## src/rtl/p2p_acr_pkg.sv

```systemverilog
`default_nettype none

package p2p_acr_pkg;

   // Sizes of the function set and of the register port.
   localparam int FN_CNT = 8;
   localparam int FN_W   = 3;
   localparam int ADDR_W = 8;
   localparam int DATA_W = 32;

   // Register word addresses.
   localparam logic [7:0] CTRL_BASE  = 8'h00;
   localparam logic [7:0] EGR_BASE   = 8'h08;
   localparam logic [7:0] GRP_BASE   = 8'h10;
   localparam logic [7:0] GLOBAL_OFS = 8'h18;
   localparam logic [7:0] STATUS_OFS = 8'h19;
   localparam logic [7:0] MASK_OFS   = 8'h1A;
   localparam logic [7:0] VIOL_OFS   = 8'h1B;

   // Per-function control word fields.
   localparam int CTRL_W     = 4;
   localparam int CB_REQ_RDR = 0;
   localparam int CB_CPL_RDR = 1;
   localparam int CB_DIRECT  = 2;
   localparam int CB_EGR_EN  = 3;

   // Global register field.
   localparam int GB_GRP_EN = 0;

   // Status and mask fields.
   localparam int ST_W      = 3;
   localparam int ST_VIOL   = 0;
   localparam int ST_REQ_UP = 1;
   localparam int ST_CPL_UP = 2;

   // Address type code of a translated address.
   localparam logic [1:0] AT_TRANSLATED = 2'h2;

   // Routing decision, one-hot.
   typedef enum logic [2:0] {
      ROUTE_DIRECT   = 3'h1,
      ROUTE_UPSTREAM = 3'h2,
      ROUTE_BLOCKED  = 3'h4
   } route_t;

   // Packet kind.
   typedef enum logic [1:0] {
      KIND_MEM_REQ   = 2'h0,
      KIND_OTHER_REQ = 2'h1,
      KIND_RD_CPL    = 2'h2,
      KIND_OTHER_CPL = 2'h3
   } kind_t;

   // Header fields that steer routing, and a tag carried along.
   typedef struct packed {
      kind_t       kind;    // Request or completion kind.
      logic [1:0]  at;      // Address type.
      logic        relaxed; // Relaxed ordering attribute.
      logic [2:0]  src;     // Sending function.
      logic [2:0]  dst;     // Target function.
      logic [15:0] tag;     // Carried through untouched.
   } pkt_t;

   // Register port request.
   typedef struct packed {
      logic        wr;    // Write strobe.
      logic        rd;    // Read strobe.
      logic [7:0]  addr;  // Word address.
      logic [31:0] wdata; // Write data.
   } bus_req_t;

endpackage : p2p_acr_pkg

`default_nettype wire

```

## src/rtl/p2p_access_control_router.sv

```systemverilog
// Chosen here: the strobed register port and the register addresses.
`timescale 1ns/1ps
`default_nettype none

module p2p_access_control_router #(
   parameter bit MULTI_FUNCTION = 1'b1, // Device has several functions.
   parameter bit SRIOV_CAPABLE  = 1'b0, // Device supports virtual functions.
   parameter bit IS_DSP         = 1'b0, // Function is a downstream port.
   parameter bit HAS_ATS        = 1'b1, // Function supports translation.
   parameter bit HAS_EGRESS     = 1'b1  // Egress control is built.
) (
   input  wire logic                  clk,        // Link-layer clock.
   input  wire logic                  rst_n,      // Asynchronous reset.
   input  wire p2p_acr_pkg::bus_req_t bus,        // Register port request.
   output var  logic [31:0]           rd_data,    // Read data, one cycle later.
   input  wire logic                  in_valid,   // Peer packet present.
   input  wire p2p_acr_pkg::pkt_t     in_pkt,     // Peer packet header.
   output var  logic                  out_valid,  // Decision present.
   output var  p2p_acr_pkg::pkt_t     out_pkt,    // Header of the decided packet.
   output var  p2p_acr_pkg::route_t   out_route,  // Routing decision.
   output var  logic                  viol_pulse, // Violation reported.
   output var  logic                  irq         // Interrupt level.
);

   // Access control exists only where the device is shared among functions.
   // scope of controls
   localparam bit ACS_ON = (MULTI_FUNCTION || SRIOV_CAPABLE) && !IS_DSP;

   // All state of the block.
   typedef struct packed {
      logic [7:0][3:0]          ctrl;      // Per-function control words.
      logic [7:0][7:0]          egr;       // Per-function blocked target sets.
      logic [7:0][2:0]          grp;       // Group number of each function.
      logic                     grp_en;    // Function groups in force.
      logic [2:0]               status;    // Sticky event bits.
      logic [2:0]               mask;      // Interrupt enables.
      logic [5:0]               viol_info; // Last blocked sender and target.
      logic [31:0]              rd_data;   // Read data register.
      logic                     out_valid; // Decision valid.
      p2p_acr_pkg::pkt_t        out_pkt;   // Decided header.
      p2p_acr_pkg::route_t      out_route; // Decision.
      logic                     viol;      // Violation pulse.
      logic                     irq;       // Interrupt level.
   } state_t;

   state_t st;      // Registered state.
   state_t next_st; // Next state.

   // Tells whether a register address falls in a per-function bank.
   function automatic logic in_bank(input logic [7:0] a, input logic [7:0] base);
      in_bank = (a >= base) && (a < base + 8'(p2p_acr_pkg::FN_CNT));
   endfunction : in_bank

   // Picks the function index out of a bank address.
   function automatic logic [2:0] bank_idx(input logic [7:0] a);
      bank_idx = a[p2p_acr_pkg::FN_W-1:0];
   endfunction : bank_idx

   // Tells whether the packet is a completion.
   function automatic logic is_cpl(input p2p_acr_pkg::pkt_t p);
      is_cpl = (p.kind == p2p_acr_pkg::KIND_RD_CPL) ||
               (p.kind == p2p_acr_pkg::KIND_OTHER_CPL);
   endfunction : is_cpl

   // Tells whether the packet is a translated memory request.
   function automatic logic is_xlat(input p2p_acr_pkg::pkt_t p);
      is_xlat = (p.kind == p2p_acr_pkg::KIND_MEM_REQ) &&
                (p.at == p2p_acr_pkg::AT_TRANSLATED);
   endfunction : is_xlat

   // Tells whether the sender's egress set blocks the target.
   function automatic logic egr_hit(input state_t s, input p2p_acr_pkg::pkt_t p);
      logic [2:0] t;
      t = p.dst;
      if (s.grp_en)
      begin
         t = s.grp[p.dst];
      end
      egr_hit = s.egr[p.src][t];
   endfunction : egr_hit

   // Routes one packet with the controls of its sender.
   function automatic p2p_acr_pkg::route_t decide(input state_t s,
                                                   input p2p_acr_pkg::pkt_t p);
      logic [3:0] c;
      c = s.ctrl[p.src];
      decide = p2p_acr_pkg::ROUTE_DIRECT;
      if (!ACS_ON || (p.src == p.dst))
      begin
         // Not a peer transfer or no controls: route normally.
         decide = p2p_acr_pkg::ROUTE_DIRECT;
      end
      else if (is_cpl(p))
      begin
         // completions see only their own control
         if (c[p2p_acr_pkg::CB_CPL_RDR] && (p.kind == p2p_acr_pkg::KIND_RD_CPL) &&
             !p.relaxed)
         begin
            decide = p2p_acr_pkg::ROUTE_UPSTREAM;
         end
      end
      else if (c[p2p_acr_pkg::CB_DIRECT] && is_xlat(p))
      begin
         decide = p2p_acr_pkg::ROUTE_DIRECT;
      end
      else if (c[p2p_acr_pkg::CB_EGR_EN] && egr_hit(s, p))
      begin
         decide = p2p_acr_pkg::ROUTE_BLOCKED;
      end
      else if (c[p2p_acr_pkg::CB_REQ_RDR])
      begin
         decide = p2p_acr_pkg::ROUTE_UPSTREAM;
      end
   endfunction : decide

   // Register writes, routing, events and read data.
   always_comb
   begin
      logic [2:0]          set;   // Events this cycle.
      logic [2:0]          clr;   // Bits software clears.
      logic [2:0]          idx;   // Bank index of the access.
      logic [3:0]          wmask; // Writable control bits.
      p2p_acr_pkg::route_t r;     // Decision this cycle.
      set     = '0;
      clr     = '0;
      idx     = bank_idx(bus.addr);
      r       = decide(st, in_pkt);
      next_st = st;
      // only redirect, egress and direct bits exist
      wmask   = '0;
      wmask[p2p_acr_pkg::CB_REQ_RDR] = ACS_ON;
      wmask[p2p_acr_pkg::CB_CPL_RDR] = ACS_ON;
      wmask[p2p_acr_pkg::CB_DIRECT]  = ACS_ON && HAS_ATS;
      wmask[p2p_acr_pkg::CB_EGR_EN]  = ACS_ON && HAS_EGRESS;

      // Register writes; unmapped addresses are ignored.
      if (bus.wr)
      begin
         if (in_bank(bus.addr, p2p_acr_pkg::CTRL_BASE))
         begin
            next_st.ctrl[idx] = bus.wdata[3:0] & wmask;
         end
         else if (in_bank(bus.addr, p2p_acr_pkg::EGR_BASE))
         begin
            if (ACS_ON && HAS_EGRESS)
            begin
               next_st.egr[idx] = bus.wdata[7:0];
            end
         end
         else if (in_bank(bus.addr, p2p_acr_pkg::GRP_BASE))
         begin
            if (ACS_ON && HAS_EGRESS)
            begin
               next_st.grp[idx] = bus.wdata[2:0];
            end
         end
         else if (bus.addr == p2p_acr_pkg::GLOBAL_OFS)
         begin
            next_st.grp_en = bus.wdata[p2p_acr_pkg::GB_GRP_EN] && ACS_ON && HAS_EGRESS;
         end
         else if (bus.addr == p2p_acr_pkg::STATUS_OFS)
         begin
            clr = bus.wdata[2:0];
         end
         else if (bus.addr == p2p_acr_pkg::MASK_OFS)
         begin
            next_st.mask = bus.wdata[2:0];
         end
      end

      // One decision per packet, one cycle later.
      next_st.out_valid = in_valid;
      next_st.out_pkt   = in_valid ? in_pkt : st.out_pkt;
      next_st.out_route = in_valid ? r : p2p_acr_pkg::ROUTE_DIRECT;
      next_st.viol      = in_valid && (r == p2p_acr_pkg::ROUTE_BLOCKED);
      if (in_valid)
      begin
         if (r == p2p_acr_pkg::ROUTE_BLOCKED)
         begin
            set[p2p_acr_pkg::ST_VIOL] = 1'b1;
            next_st.viol_info = {in_pkt.src, in_pkt.dst};
         end
         else if (r == p2p_acr_pkg::ROUTE_UPSTREAM)
         begin
            if (is_cpl(in_pkt))
            begin
               set[p2p_acr_pkg::ST_CPL_UP] = 1'b1;
            end
            else
            begin
               set[p2p_acr_pkg::ST_REQ_UP] = 1'b1;
            end
         end
      end

      // A new event wins over a clear in the same cycle.
      next_st.status = (st.status & ~clr) | set;
      next_st.irq    = |(next_st.status & next_st.mask);

      // Read data stand for one cycle only; unmapped reads give zero.
      next_st.rd_data = '0;
      if (bus.rd)
      begin
         if (in_bank(bus.addr, p2p_acr_pkg::CTRL_BASE))
         begin
            next_st.rd_data[3:0] = st.ctrl[idx];
         end
         else if (in_bank(bus.addr, p2p_acr_pkg::EGR_BASE))
         begin
            next_st.rd_data[7:0] = st.egr[idx];
         end
         else if (in_bank(bus.addr, p2p_acr_pkg::GRP_BASE))
         begin
            next_st.rd_data[2:0] = st.grp[idx];
         end
         else if (bus.addr == p2p_acr_pkg::GLOBAL_OFS)
         begin
            next_st.rd_data[p2p_acr_pkg::GB_GRP_EN] = st.grp_en;
         end
         else if (bus.addr == p2p_acr_pkg::STATUS_OFS)
         begin
            next_st.rd_data[2:0] = st.status;
         end
         else if (bus.addr == p2p_acr_pkg::MASK_OFS)
         begin
            next_st.rd_data[2:0] = st.mask;
         end
         else if (bus.addr == p2p_acr_pkg::VIOL_OFS)
         begin
            next_st.rd_data[5:0] = st.viol_info;
         end
      end
   end

   // State register.
   always_ff @(posedge clk or negedge rst_n)
   begin
      if (!rst_n)
      begin
         st           <= '0;
         st.out_route <= p2p_acr_pkg::ROUTE_DIRECT;
      end
      else
      begin
         st <= next_st;
      end
   end

   // Outputs straight from the state register.
   assign rd_data    = st.rd_data;
   assign out_valid  = st.out_valid;
   assign out_pkt    = st.out_pkt;
   assign out_route  = st.out_route;
   assign viol_pulse = st.viol;
   assign irq        = st.irq;

   // Sender's controls as seen on the input side.
   logic [3:0] in_ctrl; // Control word of the current sender.
   assign in_ctrl = st.ctrl[in_pkt.src];
endmodule : p2p_access_control_router

`default_nettype wire

```

## config.mk

```make
export PLATFORM = sky130hd
export DESIGN_NAME = p2p_access_control_router
export DESIGN_NICKNAME = d
export VERILOG_FILES = /design/src/rtl/p2p_acr_pkg.sv /design/src/rtl/p2p_access_control_router.sv
export SDC_FILE = /design/constraint.sdc
export NUM_CORES = 1
export LEC_CHECK = 0
export BUFFER_PORTS_ARGS = -buffer_cell sky130_fd_sc_hd__buf_4
export CAP_MARGIN = 25
export CORE_MARGIN = 4
export CORE_UTILIZATION = 50
export CTS_BUF_LIST = sky130_fd_sc_hd__clkbuf_4
export DETAILED_ROUTE_END_ITERATION = 10
export GPL_ROUTABILITY_DRIVEN = 0
export GPL_TIMING_DRIVEN = 1
export PLACE_DENSITY_LB_ADDON = 0.08
export SLEW_MARGIN = 25
export SYNTH_ARGS = -nofsm -noshare
export SYNTH_HDL_FRONTEND = slang
export SYNTH_SLANG_ARGS = --single-unit
```

## constraint.sdc

```tcl
create_clock -name clk -period 2.5 [get_ports clk]
set_input_delay 0.75 -clock clk [delete_from_list [all_inputs] [get_ports clk]]
set_output_delay 0.75 -clock clk [all_outputs]
set_load 0.01 [all_outputs]
```

==> impl_metrics.json <==
{
  "cp-end-kind": "flop",
  "hold_violations": 0,
  "final_cells": 1074,
  "drcViolationCount": 0,
  "grtUsageTotal": 0.240,
  "seqPwrFrac": 0.559,
  "maxCapViolations": 0,
  "worstSetupPathType": "input pin to flop",
  "setup_violations": 0,
  "ios": 137,
  "synthFlopType": "dfrtp_1",
  "wire_per_inst_um": 22.2,
  "ys_ff_latch": 174,
  "status": "finished, final reports clean",
  "grt-ovfl-total": 0,
  "drtIter0Drc": 535,
  "viasPerCell": 5.97,
  "io_buffers": 88,
  "yosysWarnings": 0,
  "stdcell_area_um2": 10500,
  "die_w_um": 142,
  "irDropWorstVdd_mv": 0.455,
  "arrival_ns": 2.93,
  "synth_edf_count": 0,
  "clk_pin_slew_ns": 0.13,
  "fp-row-count": 48,
  "post_cts_buffers": 0,
  "fin_skew_ns": 0.0201,
  "grt_pass1_wl_um": 37200,
  "crit_top_cell": "mux2i_1",
  "startpoint_type": "input pin",
  "relSlewSlack": 0.668,
  "place_inst": 1040,
  "syn_to_final_growth_pct": 16.3,
  "syn_area_per_cell_um2": 12.7,
  "drt_first_pass_iters": 5,
  "holdBufCountCts": 0,
  "nets": 906,
  "fin_crit_ns": 2.43,
  "power_mw": 5.49,
  "clockBufferDepth": 2,
  "cp.depth": 8,
  "grt_pass1_vias": 6529,
  "r2r_cells": 10,
  "critPathBufInv": 1,
  "drive_gt1_frac": 0.478,
  "finalSetupTns_ns": 0,
  "max_freq_mhz": 412,
  "hold_path_class": "input pin to async pin",
  "crit_family": "multiplexers",
  "critPathLaunch": "in_pkt[19]",
  "crit_path_end": "irq",
  "die_y_um": 142,
  "start_util": 0.517,
  "timing.final.crit_share": 0.971,
  "core_area_um2": 17500,
  "slew_viol_final": 0,
  "power_leakage_nw": 5.16,
  "grt_max_degree": 58,
  "synth_area_um2": 9030,
  "synth_cells": 713,
  "tightestPinTransition_ns": 0.485,
  "cts_tree": "built",
  "htree_levels": 4,
  "synth-async-reset-ratio": 1.00,
  "synth_cell_type_count": 49,
  "r2r_start": "st[84]",
  "r2r_end": "irq",
  "netSwitchingFraction": 0.274,
  "clock_power_share": 0.287,
  "cts_sinks": 174,
  "p_int_mw": 3.99,
  "switching_power_mw": 1.51,
  "cellPowerDensity_nw_per_um2": 523,
  "critPathMaxFanout": 20,
  "placed_cell_area_um2": 10200,
  "clock_latency_ns": 0.58,
  "drtAntennaViolNets": 0,
  "vias": 6412,
  "antenna_found_initial": 1,
  "routed_wirelength_um": 23800,
  "crit_chain": "buf_6, mux4_1, mux2i_1, mux2i_1, mux2i_2, o211ai_4, or4_4, o211ai_2",
  "final_util": 0.601,
  "place_hpwl_um": 17100,
  "numCtsBuffers": 17,
  "pwr-share-comb": 0.154,
  "cts-root-buf": "clkbuf_4",
  "cp.required_ns": 3.00,
  "ys_seq_area_frac": 0.482,
  "worst_path_max_delay_cell": "mux4_1",
  "r2r_slack_ns": 0.08,
  "die-area_um2": 20300,
  "critical_path.max_stage_delay_ns": 0.60
}
==> cell families after synthesis <==
group                  count (synthesis)  synth area share
AO/OA/AOI/OAI                         92            0.0688
XOR/XNOR                               3           0.00291
buffers and inverters                109            0.0762
flip-flops                           174             0.482
multiplexers                         208             0.303
other                                  1          0.000415
AND/OR/NAND/NOR                      126            0.0667
==> Yosys cell counts (2+ instances only) <==
cell type | count | share of area
or3_1 | 3 | 0.0021
buf_4 | 64 | 0.053
xor2_1 | 3 | 0.0029
o22ai_1 | 45 | 0.031
a31oi_1 | 3 | 0.0021
o21ai_0 | 8 | 0.0044
clkbuf_1 | 25 | 0.010
nor4_1 | 9 | 0.0062
inv_1 | 6 | 0.0025
mux2_2 | 153 | 0.19
nor2b_1 | 4 | 0.0028
o22a_1 | 4 | 0.0039
nand3_1 | 5 | 0.0028
mux4_2 | 20 | 0.050
nand2_1 | 49 | 0.020
and2_1 | 4 | 0.0028
mux4_1 | 11 | 0.032
o221ai_1 | 8 | 0.0078
nor2_1 | 26 | 0.011
a21oi_1 | 9 | 0.0050
mux2i_1 | 17 | 0.019
o211ai_2 | 2 | 0.0028
o31a_1 | 2 | 0.0019
a22oi_1 | 3 | 0.0025
and3_1 | 3 | 0.0021
mux2_4 | 6 | 0.010
buf_2 | 6 | 0.0033
nand2b_1 | 11 | 0.0076
or2_2 | 2 | 0.0014
buf_6 | 2 | 0.0025
buf_1 | 5 | 0.0021
dfrtp_1 | 173 | 0.48
nor3_1 | 6 | 0.0033
==> placed cells by master (no fill, tap or decap), types with 8 or more instances in the layout <==
cell and instances:
mux4_2 20, nand2b_1 10, clkbuf_4 17, mux4_1 11, mux2i_1 16, o22ai_1 44
nor4_1 9, nand2_1 49, dfrtp_1 172, nor2_1 26, conb_1 24, mux2_2 153
o221ai_1 8, buf_4 174, a21oi_1 8
==> layer usage <==
metal / track usage / up-vias / share of wire
met1: 0.328 / 3251 / 0.42
met2: 0.381 / 301 / 0.48
li1: - / 2800 / -
met4: 0.0810 / 0 / 0.027
met5: 0 / - / 0
met3: 0.0544 / 60 / 0.072
==> final cells by class <==
type	instances	area, um^2
Tap cell	225	282
Inverter	6	22.5
Timing Repair Buffer	182	1450
Multi-Input combinational cell	453	4120
Clock buffer	17	128
Sequential cell	174	4360
Antenna cell	2	5.00
Clock inverter	15	145
Fill cell	1410	6970
==> registers in the layout, indices dropped and copies added, names as in the netlist <==
name,flops
st,133
viol_pulse,1
out_valid,1
irq,1
rd_data,8
out_pkt,27
out_route,3
==> what timing repair did <==
item	CTS	global route
pin swaps	0	2
resized for setup	3	5
setup endpoints to repair	7	7
==> per-stage QoR <==
step / setup slack, ns / hold slack (ns)
2_1_floorplan: -0.231 / 0.454
3_3_place_gp: -0.639 / 0.490
3_5_place_dp: -0.691 / 0.496
4_1_cts: 0.0137 / 0.0269
5_1_grt: -0.00621 / 0.0211
6_report: 0.0715 / 0.0561
==> power groups by stage <==
stage / Clock, mW / Sequential [mW] / Combinational [mW]
floorplan: 0 / 3.09 / 0.545
global placement: 0 / 3.11 / 0.824
detailed placement: 0 / 3.12 / 0.845
CTS: 1.62 / 3.07 / 0.848
global route: 1.74 / 3.09 / 0.919
finish: 1.57 / 3.07 / 0.848
==> worst min path at each step <==
stage                  endpoint  slack, ns
floorplan                   irq       0.45
global placement    out_pkt[24]       0.49
detailed placement       st[68]       0.50
CTS                      st[97]       0.03
global route        out_pkt[26]       0.02
finish              out_pkt[26]       0.06
Note: power is estimated with default switching activity, not from simulation.
